===== config.mk =====
export PLATFORM = sky130hd
export DESIGN_NAME = dacuc_top
export DESIGN_NICKNAME = d
export VERILOG_FILES = /design/src/include/dacuc_pkg.sv /design/src/dacuc_edge_sync.sv /design/src/dacuc_top.sv
export VERILOG_INCLUDE_DIRS = /design/src /design/src/include
export SDC_FILE = /design/constraint.sdc
export NUM_CORES = 1
export LEC_CHECK = 0
export BUFFER_PORTS_ARGS = -buffer_cell sky130_fd_sc_hd__clkbuf_2
export CAP_MARGIN = 20
export CORE_ASPECT_RATIO = 0.7
export CORE_MARGIN = 8
export CORE_UTILIZATION = 54
export DETAILED_ROUTE_END_ITERATION = 10
export PLACE_DENSITY_LB_ADDON = 0.12
export SYNTH_ARGS = -nofsm -noshare
export SYNTH_HDL_FRONTEND = slang
export SYNTH_SLANG_ARGS = --single-unit

===== constraint.sdc =====
create_clock -name CLOCK -period 1.75 [get_ports CLOCK]
set_input_delay 0.0875 -clock CLOCK [delete_from_list [all_inputs] [get_ports CLOCK]]
set_output_delay 0.0875 -clock CLOCK [all_outputs]
set_load 0.05 [all_outputs]

===== src/include/dacuc_cfg.svh =====
`ifndef DACUC_CFG_SVH
`define DACUC_CFG_SVH

`define DACUC_CODE_W 12
`define DACUC_BYTE_W 8
`define DACUC_HI_W 4
`define DACUC_CODE_RST 12'h000
`define DACUC_TWOS_ZERO 12'h800
`define DACUC_SIGN_BIT 11
`define DACUC_NCH 2

`endif


===== src/include/dacuc_pkg.sv =====
package dacuc_pkg;
  typedef enum logic [1:0] {
    DACUC_IDLE,
    DACUC_WAIT,
    DACUC_LOAD
  } dacuc_ch_state_t;
  typedef logic [11:0] dacuc_code_t;
endpackage


===== src/dacuc_edge_sync.sv =====
`timescale 1ns/10ps
`include "dacuc_cfg.svh"
module dacuc_edge_sync
  import dacuc_pkg::*;
(
  input wire logic clock,
  input wire logic arst_n,
  input wire logic async_in,
  output logic level,
  output logic rise,
  output logic fall
);
  logic meta_r;
  logic sync_r;
  logic last_r;

  // Two flip-flops before any logic reads the pin.
  always_ff @(posedge clock or negedge arst_n) begin
    if (!arst_n) begin
      meta_r <= 1'b1;
      sync_r <= 1'b1;
      last_r <= 1'b1;
    end else begin
      meta_r <= async_in;
      sync_r <= meta_r;
      last_r <= sync_r;
    end
  end

  assign level = sync_r;
  assign rise = sync_r & ~last_r;
  assign fall = ~sync_r & last_r;
endmodule


===== src/dacuc_top.sv =====
`timescale 1ns/10ps
`include "dacuc_cfg.svh"
module dacuc_top
  import dacuc_pkg::*;
(
  input wire logic CLOCK,
  input wire logic ARST_N,
  input wire logic [7:0] DATA_IN,
  input wire logic CH0_LO_WR,
  input wire logic CH0_HI_WR,
  input wire logic CH1_LO_WR,
  input wire logic CH1_HI_WR,
  input wire logic CH0_TIMED_UPDATE_SEL,
  input wire logic CH1_TIMED_UPDATE_SEL,
  input wire logic OUTPUT_TWOS_COMP_SEL,
  input wire logic TIMER_IRQ_ENABLE,
  input wire logic TIMER_FLAG_CLR,
  input wire logic EXT_UPDATE_N,
  input wire logic UPDATE_COUNTER_OUT,
  output logic [11:0] CONVERTER_CH0,
  output logic [11:0] CONVERTER_CH1,
  output logic [1:0] CONVERTER_LOAD,
  output logic TIMER_EVENT_FLAG,
  output logic TIMER_IRQ
);
  logic ext_level;
  logic ext_rise;
  logic cnt_level;
  logic cnt_rise;
  logic upd_low;
  logic upd_low_edge;
  logic upd_low_last_r;
  logic flag_r;
  logic [`DACUC_NCH-1:0] lo_wr;
  logic [`DACUC_NCH-1:0] hi_wr;
  logic [`DACUC_NCH-1:0] tsel;
  logic [`DACUC_NCH-1:0] load_r;
  dacuc_code_t conv_r [`DACUC_NCH];

  dacuc_edge_sync u_ext (
    .clock(CLOCK),
    .arst_n(ARST_N),
    .async_in(EXT_UPDATE_N),
    .level(ext_level),
    .rise(ext_rise),
    .fall()
  );

  dacuc_edge_sync u_cnt (
    .clock(CLOCK),
    .arst_n(ARST_N),
    .async_in(UPDATE_COUNTER_OUT),
    .level(cnt_level),
    .rise(cnt_rise),
    .fall()
  );

  // An update occurs when either source shows a low level.
  assign upd_low = ~ext_level | ~cnt_level;
  assign upd_low_edge = upd_low & ~upd_low_last_r;

  always_ff @(posedge CLOCK or negedge ARST_N) begin
    if (!ARST_N) begin
      upd_low_last_r <= 1'b0;
    end else begin
      upd_low_last_r <= upd_low;
    end
  end

  assign lo_wr = {CH1_LO_WR, CH0_LO_WR};
  assign hi_wr = {CH1_HI_WR, CH0_HI_WR};
  assign tsel = {CH1_TIMED_UPDATE_SEL, CH0_TIMED_UPDATE_SEL};

  genvar g;
  generate
    for (g = 0; g < `DACUC_NCH; g = g + 1) begin : g_ch
      dacuc_code_t buf_r;
      dacuc_code_t coded;
      logic pend_r;
      logic wr_any;

      assign wr_any = lo_wr[g] | hi_wr[g];
      // Two's complement codes shift to offset binary for the converter.
      assign coded = OUTPUT_TWOS_COMP_SEL ?
        (buf_r ^ `DACUC_TWOS_ZERO) : buf_r;

      // First stage holds the code assembled from its two bytes.
      always_ff @(posedge CLOCK or negedge ARST_N) begin
        if (!ARST_N) begin
          buf_r <= `DACUC_CODE_RST;
        end else if (lo_wr[g]) begin
          buf_r[7:0] <= DATA_IN;
        end else if (hi_wr[g]) begin
          buf_r[11:8] <= DATA_IN[3:0];
        end
      end

      // Timed mode remembers a write until the next update level.
      always_ff @(posedge CLOCK or negedge ARST_N) begin
        if (!ARST_N) begin
          pend_r <= 1'b0;
        end else if (wr_any) begin
          pend_r <= tsel[g];
        end else if (upd_low) begin
          pend_r <= 1'b0;
        end
      end

      // Second stage drives the converter of this channel only.
      always_ff @(posedge CLOCK or negedge ARST_N) begin
        if (!ARST_N) begin
          conv_r[g] <= `DACUC_TWOS_ZERO ^ `DACUC_TWOS_ZERO;
          load_r[g] <= 1'b0;
        end else if (!tsel[g] && wr_any) begin
          conv_r[g] <= OUTPUT_TWOS_COMP_SEL ?
            ((lo_wr[g] ? {buf_r[11:8], DATA_IN} :
              {DATA_IN[3:0], buf_r[7:0]}) ^ `DACUC_TWOS_ZERO) :
            (lo_wr[g] ? {buf_r[11:8], DATA_IN} :
             {DATA_IN[3:0], buf_r[7:0]});
          load_r[g] <= 1'b1;
        end else if (tsel[g] && upd_low && (pend_r || upd_low_edge)) begin
          conv_r[g] <= coded;
          load_r[g] <= 1'b1;
        end else begin
          load_r[g] <= 1'b0;
        end
      end
    end
  endgenerate

  // Status flag: a rising edge sets it and wins over a clear.
  always_ff @(posedge CLOCK or negedge ARST_N) begin
    if (!ARST_N) begin
      flag_r <= 1'b0;
    end else if (ext_rise || cnt_rise) begin
      flag_r <= 1'b1;
    end else if (TIMER_FLAG_CLR) begin
      flag_r <= 1'b0;
    end
  end

  assign CONVERTER_CH0 = conv_r[0];
  assign CONVERTER_CH1 = conv_r[1];
  assign CONVERTER_LOAD = load_r;
  assign TIMER_EVENT_FLAG = flag_r;
  assign TIMER_IRQ = flag_r & TIMER_IRQ_ENABLE;
endmodule


==> run metrics, run 1 <==
XOR/XNOR Fraction of Synth Area=0.704%; total power=3.80 mW; grt ovf=0; RePlAce Congestion=0.739; Initial Util=56.9%; syn_area_per_cell=14.0 um^2; LEAKAGE=1.46 nW; register bit total from synthesis=60; Final HPWL DP=3790 um; Max-Cap Viols=0; Synth area leader=dfrtp_1; Pre-Repair DR Iteration Count=4; Reg-to-Reg End=CONVERTER_CH1[5]; Crit path max-delay family=flip-flops; via count=1616; Worst EP required=1950 ps; # IOs=49; RSZ-0062 raised after global routing=false; Fillers=313; max frequency=0.660 GHz; total CTS buffers=9; ys flop type=dfrtp_1; share of layout cells above drive strength 1=48.0%; clk sink count=60; FF-to-FF path depth=5; first-pass GRT wire length=8740 um; cell area power density=1250 nW/um^2; core area=4380 um^2; CTS clk-pin slew, worst paths=60 ps; Final nets=264; Tcrit/Tclk final=86.6%; Critical Path Fanout Max=8; Post-synth EDFFs=0; synthesized-area fraction occupied by adder cells=0%; IO Port Bufs=48; vias per cell=5.33; H-Tree Depth=3; Clock Path Buffers=2; Distinct cells, synth=20; final hold vios=0; initial antenna violation count=0; Starting DRT DRC Count=65; simple-gate share of the synthesized area=7.39%; CTS Hold Bufs=4; Setup crit end kind=flop; share of the synthesized area in the top cell type=54.3%; vias in the first global route=1724; main combinational cell family by area after synthesis=multiplexers; die width=97.2 um; CP Cell Sequence=nand2_1 > nand3_1 > buf_4 > mux2i_1 > a21oi_1; Core Rows=20; total wire length=5170 um; # setup viols final=0; Die Y=72.8 um; synthesis-to-layout area growth=22.3%; postcts setup bufs=0; clock root buffer=clkbuf_8; setup TNS=0 ps; Seq/Total Area, Yosys=60.6%; Inserted Diodes=0; later-pin clock latency in the skew report=320 ps; Routed Antenna Nets=0; Synth Net Count=199; Slew Viols, Final=0; post-cts gate resize count=0; synthesized area=2490 um^2; crit-path max cell delay=560 ps; R2R Setup Slk=230 ps; minimum clock period after layout=1520 ps; CP max stage cell=dfstp_2; count leader, synth=dfrtp_1; Setup CP Type=reg2reg; DRC Markers=0; largest cells by area after synthesis=dfrtp_1, mux2_2, mux2i_1; wire length per cell=17.1 um; Synth Area in Compound Gates=5.18%; Synth top cells by count=dfrtp_1, mux2_2, mux2i_1, a21oi_1, nor2_1; Critical Path Source Type=flop; Hold Path Origin=DATA_IN[5]; synth warn=0; pin count of the biggest net entering global routing=25; total track usage=15.6%; Crit path buffers/inverters=1; Die Footprint=7070 um^2; async set-or-reset flop fraction in the synthesized netlist=100%; CTS tree=yes; worst r2r src=u_cnt.level; Hold WC Path Type=in2reg; Clock Skews=8.20 ps; Hold Path Sink=g_ch[1].buf_r[5]; worst-case headroom to the max-slew limit=62.1%; Worst-Margin Slew=569 ps; Synth Instances=178; Critical Path AT=1710 ps; maximum VDD drop=0.000748 V; post-synthesis mux area share=24.4%; status=completed; hold path cells=2
## registers in the layout (all words and copies together), names as in the netlist, 2 cells and up
signal          count
g_ch.pend_r         2
CONVERTER_LOAD      2
g_ch.buf_r         24
CONVERTER_CH0      12
CONVERTER_CH1      12
## per-stage QoR
step	worst slack [ps]	instance area (um^2)	hold WS, ps	std cells	util (%)
after floorplan	410	2490	-208	178	-
after global placement	343	2820	94.2	283	64.5
after detailed placement	235	2820	111	283	64.5
after global routing	114	3050	31.4	303	69.5
final	235	3050	42.5	303	69.5
after CTS	220	3050	30.6	303	69.5
## worst max-delay path by stage
stage                            from           endpoint  slack [ps]  depth (start not counted)
final                     u_cnt.level   CONVERTER_CH1[5]         230                          5
after global routing      u_cnt.level   CONVERTER_CH0[6]         110                          5
after CTS                 u_cnt.level   CONVERTER_CH1[5]         220                          5
after detailed placement  u_cnt.level   CONVERTER_CH1[5]         240                          5
after global placement    u_cnt.level   CONVERTER_CH1[0]         340                          5
after floorplan           u_cnt.level  CONVERTER_CH0[10]         410                          5
## where the power goes
group	leakage [nW]	internal (mW)	total (mW)	switching [mW]
clock	0.0937	0.630	1.12	0.486
combinational	0.681	0.312	0.992	0.680
sequential	0.685	1.59	1.69	0.101
total	1.46	2.53	3.80	1.27
## cell families (layout without fill, tap and decap cells)
kind of cell,count (synthesis),count (layout)
xor gates and xnor gates,2,2
AOI/OAI and AO/OA,21,21
buffers and inverters,8,78
and+or+nand+nor,31,31
muxes,56,56
DFF,60,60
## metal layers
layer	global-route usage (%)	routed length (um)	up-vias	part of all wire, %
li1	-	-	757	-
met1	19.5	2330	808	45
met2	24.1	2480	43	48
met3	5.77	293	8	5.7
met4	6.11	61	0	1.2
met5	0	0	-	0
## final cells by class
type / count / area (um^2) / share of cell area, %
Timing Repair Buffer: 60 / 340 / 11.2
Sequential cell: 60 / 1510 / 49.5
Tap cell: 55 / 68.8 / 2.26
Inverter: 2 / 7.51 / 0.247
Clock buffer: 15 / 176 / 5.79
Clock inverter: 1 / 5.00 / 0.164
Multi-Input combinational cell: 110 / 938 / 30.8
## layout by cell type (no fill, tap or decap), drive strengths merged, types with 3 or more instances in the layout
cell         instances
clkbuf              63
buf                  8
mux2                38
dfstp                6
a21oi               16
nand2                3
dfrtp               54
nor2                16
dlygate4sd3          4
nand2b               5
mux2i               18
Power figures use the tool's default switching activity.
==> inputs of run 2 (changes only) <==
CORE_MARGIN = 1.5   (was 8)
SYNTH_HIERARCHICAL = 1   (was not set)
==> run metrics, run 2 <==
RePlAce Congestion=0.754 (+2.0%); Critical Path Fanout Max=8 (unchanged); total wire length=4830 um (-6.5%); core area=4380 um^2 (unchanged); Synth Net Count=200 (+0.50%); Setup CP Type=reg2reg; wire length per cell=16.0 um (-6.2%); later-pin clock latency in the skew report=340 ps (+20 ps); setup TNS=0 ps (unchanged); # IOs=49 (unchanged); share of layout cells above drive strength 1=48.2% (+0.19 points); dpl ws=271 ps (+35.3 ps); Worst EP required=1960 ps (about the same); final hold vios=0 (unchanged); Pre-Repair DR Iteration Count=4 (unchanged); Die Footprint=5020 um^2 (-29%); die width=84.0 um (-14%); clock root buffer=clkbuf_8; Final HPWL DP=3440 um (-9.4%); total track usage=21.6% (+6.0 points); RSZ-0062 raised after global routing=false; Slew Viols, Final=0 (unchanged); initial antenna violation count=0 (unchanged); maximum VDD drop=0.000953 V (+27%); Clock Path Buffers=2 (unchanged); postcts setup bufs=0 (unchanged); cell area power density=1280 nW/um^2 (+2.9%); vias in the first global route=1631 (-5.4%); Routed Antenna Nets=0 (unchanged); synth warn=6 (+6); Worst-Margin Slew=343 ps (-225 ps); synthesized area=2480 um^2 (-0.30%); Initial Util=56.7% (-0.17 points); Synth Instances=179 (+0.56%); Final nets=263 (-0.38%); R2R Setup Slk=260 ps (+30 ps); vias per cell=5.29 (-0.72%); max FFs per register=24 (unchanged); minimum clock period after layout=1490 ps (-26.0 ps); pin count of the biggest net entering global routing=61 (+140%); most common cell after layout, fill and taps aside=dfrtp_1; worst-case headroom to the max-slew limit=77.1% (+15 points); total power=3.92 mW (+3.3%); CTS tree=yes; clk sink count=60 (unchanged); Core Rows=20 (unchanged); FF-to-FF path depth=5 (unchanged); status=completed; first-pass GRT wire length=7940 um (-9.2%); Tcrit/Tclk final=85.1% (-1.5 points); grt ovf=0 (unchanged); # setup viols final=0 (unchanged); max frequency=0.671 GHz (+1.7%); Starting DRT DRC Count=56 (-14%); Max-Cap Viols=0 (unchanged); setup ws final=261 ps (+26.0 ps); Inserted Diodes=0 (unchanged); syn_area_per_cell=13.9 um^2 (-0.86%); post-cts gate resize count=0 (unchanged); IO Port Bufs=48 (unchanged); synthesis-to-layout area growth=23.1%; hold path cells=2 (unchanged); Hold WC Path Type=in2reg; Setup crit end kind=flop; CTS clk-pin slew, worst paths=60 ps (about the same); Critical Path AT=1700 ps (about the same); Critical Path Source Type=flop; Clock Skews=6.93 ps (-1.27 ps); via count=1599 (-1.1%); Reg with most FFs=g_ch.buf_r; H-Tree Depth=3 (unchanged); commonest non-fill, non-tap cells in the layout=dfrtp_1, clkbuf_2, mux2_2; Die Y=59.7 um (-18%); LEAKAGE=1.46 nW (-0.22%); DRC Markers=0 (unchanged); total CTS buffers=9 (unchanged)
==> run 2: path summary, 6_finish.rpt <==
check,startpoint,endpoint
max,u_ext/level,CONVERTER_CH1[0]
max reg2reg,u_ext/level,CONVERTER_CH1[0]
min reg2reg,u_ext/meta_r,u_ext/level
min,DATA_IN[4],g_ch[1].buf_r[4]
max in group asynchronous,ARST_N,u_ext/last_r
min in group asynchronous,ARST_N,CONVERTER_CH0[8]
==> run 2: final cells by class <==
type	instances	area [um^2]
repair buffers	58	338
flip-flops and latches	60	1510
clock inverters	4	47.5
inverters	1	3.75
fillers	301	1320
well taps	55	68.8
clock buffers	12	155
multi-input cells	112	935
==> run 2: per-layer routing <==
layer  GRT usage [%]  part of all wire, %
met5               0                    0
met4            8.43                  1.2
met3            8.01                  5.1
met2            33.6                   46
met1            28.1                   47
==> run 2: metrics by stage <==
step	instances	cell area, um^2	utilization [%]	hold slack [ps]
detailed placement	282	2810	64.3	115
CTS	302	3060	69.8	20.1
floorplan	179	2480	-	-208
global route	302	3060	69.8	34.8
global placement	282	2810	64.3	112
finish	302	3060	69.8	33.8
==> run 2: worst max-delay path, cell delays in order, from the launching register on <==
cell and delay, ps:
dfstp_2 570, nand2_1 110, nand3_1 150, buf_4 210, mux2i_1 220, a21oi_1 100
==> run 2: what timing repair did <==
item / CTS / global route
setup endpoints to repair: 0 / 0
hold endpoints to repair: 57 / 0
hold buffers: 4 / 0
==> run 2: power by group <==
part           switching, mW  internal [mW]
Clock                  0.517          0.730
Combinational          0.674          0.312
Sequential             0.102           1.59
==> inputs of run 3 (changes only) <==
CORE_UTILIZATION = 40   (was 54)
GPL_TIMING_DRIVEN = 0   (was not set)
==> run metrics, run 3 (same netlist as run 2, synthesis figures left out) <==
pin count of the biggest net entering global routing=61 (unchanged); hold path cells=2 (unchanged); LEAKAGE=1.44 nW (-1.4%); worst-case headroom to the max-slew limit=46.7% (-30 points); vias per cell=4.85 (-8.4%); Setup crit end kind=flop; Reg with most FFs=g_ch.buf_r; vias in the first global route=1487 (-8.8%); Worst EP required=1960 ps (about the same); Pre-Repair DR Iteration Count=4 (unchanged); Setup CP Type=reg2reg; Tcrit/Tclk final=87.9% (+2.8 points); # setup viols final=0 (unchanged); total wire length=4760 um (-1.5%); Clock Skews=6.51 ps (-0.421 ps); minimum clock period after layout=1540 ps (+48.5 ps); synthesis-to-layout area growth=22.1%; status=completed; # IOs=49 (unchanged); Initial Util=42.5% (-14 points); Routed Antenna Nets=0 (unchanged); CTS Hold Bufs=4 (unchanged); RSZ-0062 raised after global routing=false; final hold vios=0 (unchanged); die width=97.2 um (+16%); FF-to-FF path depth=5 (unchanged); max FFs per register=24 (unchanged); setup ws final=212 ps (-48.5 ps); clk sink count=60 (unchanged); grt ovf=0 (unchanged); CTS clk-pin slew, worst paths=60 ps (about the same); max frequency=0.650 GHz (-3.2%); initial antenna violation count=0 (unchanged); Die Footprint=6690 um^2 (+33%); postcts setup bufs=0 (unchanged); Hold Path Sink=g_ch[0].buf_r[4]; clock root buffer=clkbuf_8; Die Y=68.9 um (+15%); via count=1562 (-2.3%); setup TNS=0 ps (unchanged); RePlAce Congestion=0.690 (-8.5%); Clock Path Buffers=2 (unchanged); dpl ws=210 ps (-60.3 ps); Core Rows=23 (+15%); Post-DP Area=2820 um^2 (+0.18%); CTS tree=yes; Critical Path Fanout Max=9 (+1); commonest non-fill, non-tap cells in the layout=dfrtp_1, clkbuf_2, mux2_2; total track usage=15.8% (-5.8 points); Starting DRT DRC Count=61 (+8.9%); H-Tree Depth=3 (unchanged); DRC Markers=0 (unchanged); Final nets=263 (unchanged); first-pass GRT wire length=7590 um (-4.3%); maximum VDD drop=0.000669 V (-30%); IO Port Bufs=48 (unchanged); Worst-Margin Slew=800 ps (+457 ps); later-pin clock latency in the skew report=330 ps (about the same); most common cell after layout, fill and taps aside=dfrtp_1; Fillers=525 (+74%); post-cts gate resize count=0 (unchanged); Critical Path Source Type=flop; post-route cell area=3030 um^2 (-0.82%); Slew Viols, Final=0 (unchanged); Reg-to-Reg End=CONVERTER_CH1[9]; Hold Path Origin=DATA_IN[4]; cell area power density=1230 nW/um^2 (-4.0%); Max-Cap Viols=0 (unchanged); Critical Path AT=1750 ps (+50 ps); Hold WC Path Type=in2reg; share of layout cells above drive strength 1=47.4% (-0.81 points); Inserted Diodes=0 (unchanged); R2R Setup Slk=210 ps (-50 ps); core area=5840 um^2 (+33%); wire length per cell=14.8 um (-7.6%); Final HPWL DP=3260 um (-5.3%); total CTS buffers=9 (unchanged); worst r2r src=u_cnt/level
## run 3: worst max-delay path, cell delays in order (launching register included)
cell and delay, ps:
dfstp_2 570, nand2_1 100, nand3_1 90, buf_4 210, nand2_2 130, mux2_2 310
## run 3: through the flow
stage	hold slack, ps	power, mW	std cells	utilization (%)
2_1_floorplan	-208	2.42	179	-
3_3_place_gp	179	2.67	302	48.2
3_5_place_dp	181	2.68	302	48.3
4_1_cts	29.1	3.79	322	51.9
5_1_grt	31.2	3.94	322	51.9
6_report	50.6	3.73	322	51.9
## run 3: worst max-delay path by stage
stage | startpoint | end | slack [ps] | cells after the start
final | u_cnt/level | CONVERTER_CH1[9] | 210 | 5
after global routing | u_ext/level | CONVERTER_CH1[11] | 120 | 5
after CTS | u_cnt/level | CONVERTER_CH1[9] | 200 | 5
after detailed placement | u_cnt/level | CONVERTER_CH1[11] | 210 | 5
after global placement | u_cnt/level | CONVERTER_CH1[11] | 210 | 5
after floorplan | u_cnt/level | CONVERTER_CH0[10] | 390 | 5
## run 3: final cells by class
cell class	count	area (um^2)	area share (%)
buffer	6	35.0	1.16
clock buffer	14	163	5.37
clock inverter	2	10.0	0.330
inverter	1	3.75	0.124
multi-input combinational	112	935	30.8
sequential	60	1510	49.8
tap	75	93.8	3.10
timing repair buffer	52	283	9.33
## run 3: layer usage
| metal | GRT usage (%) | wire length, um | vias up |
|---|---|---|---|
| met3 | 7.56 | 237 | 4 |
| met4 | 4.89 | 31 | 0 |
| li1 | - | - | 757 |
| met5 | 0 | 0 | - |
| met1 | 20.2 | 2300 | 768 |
| met2 | 23.8 | 2190 | 33 |
## run 3: where the power goes
| group | total [mW] | switching (mW) | internal (mW) |
|---|---|---|---|
| combinational | 0.971 | 0.666 | 0.305 |
| sequential | 1.68 | 0.0974 | 1.59 |
| clock | 1.08 | 0.493 | 0.588 |
| total | 3.73 | 1.26 | 2.48 |
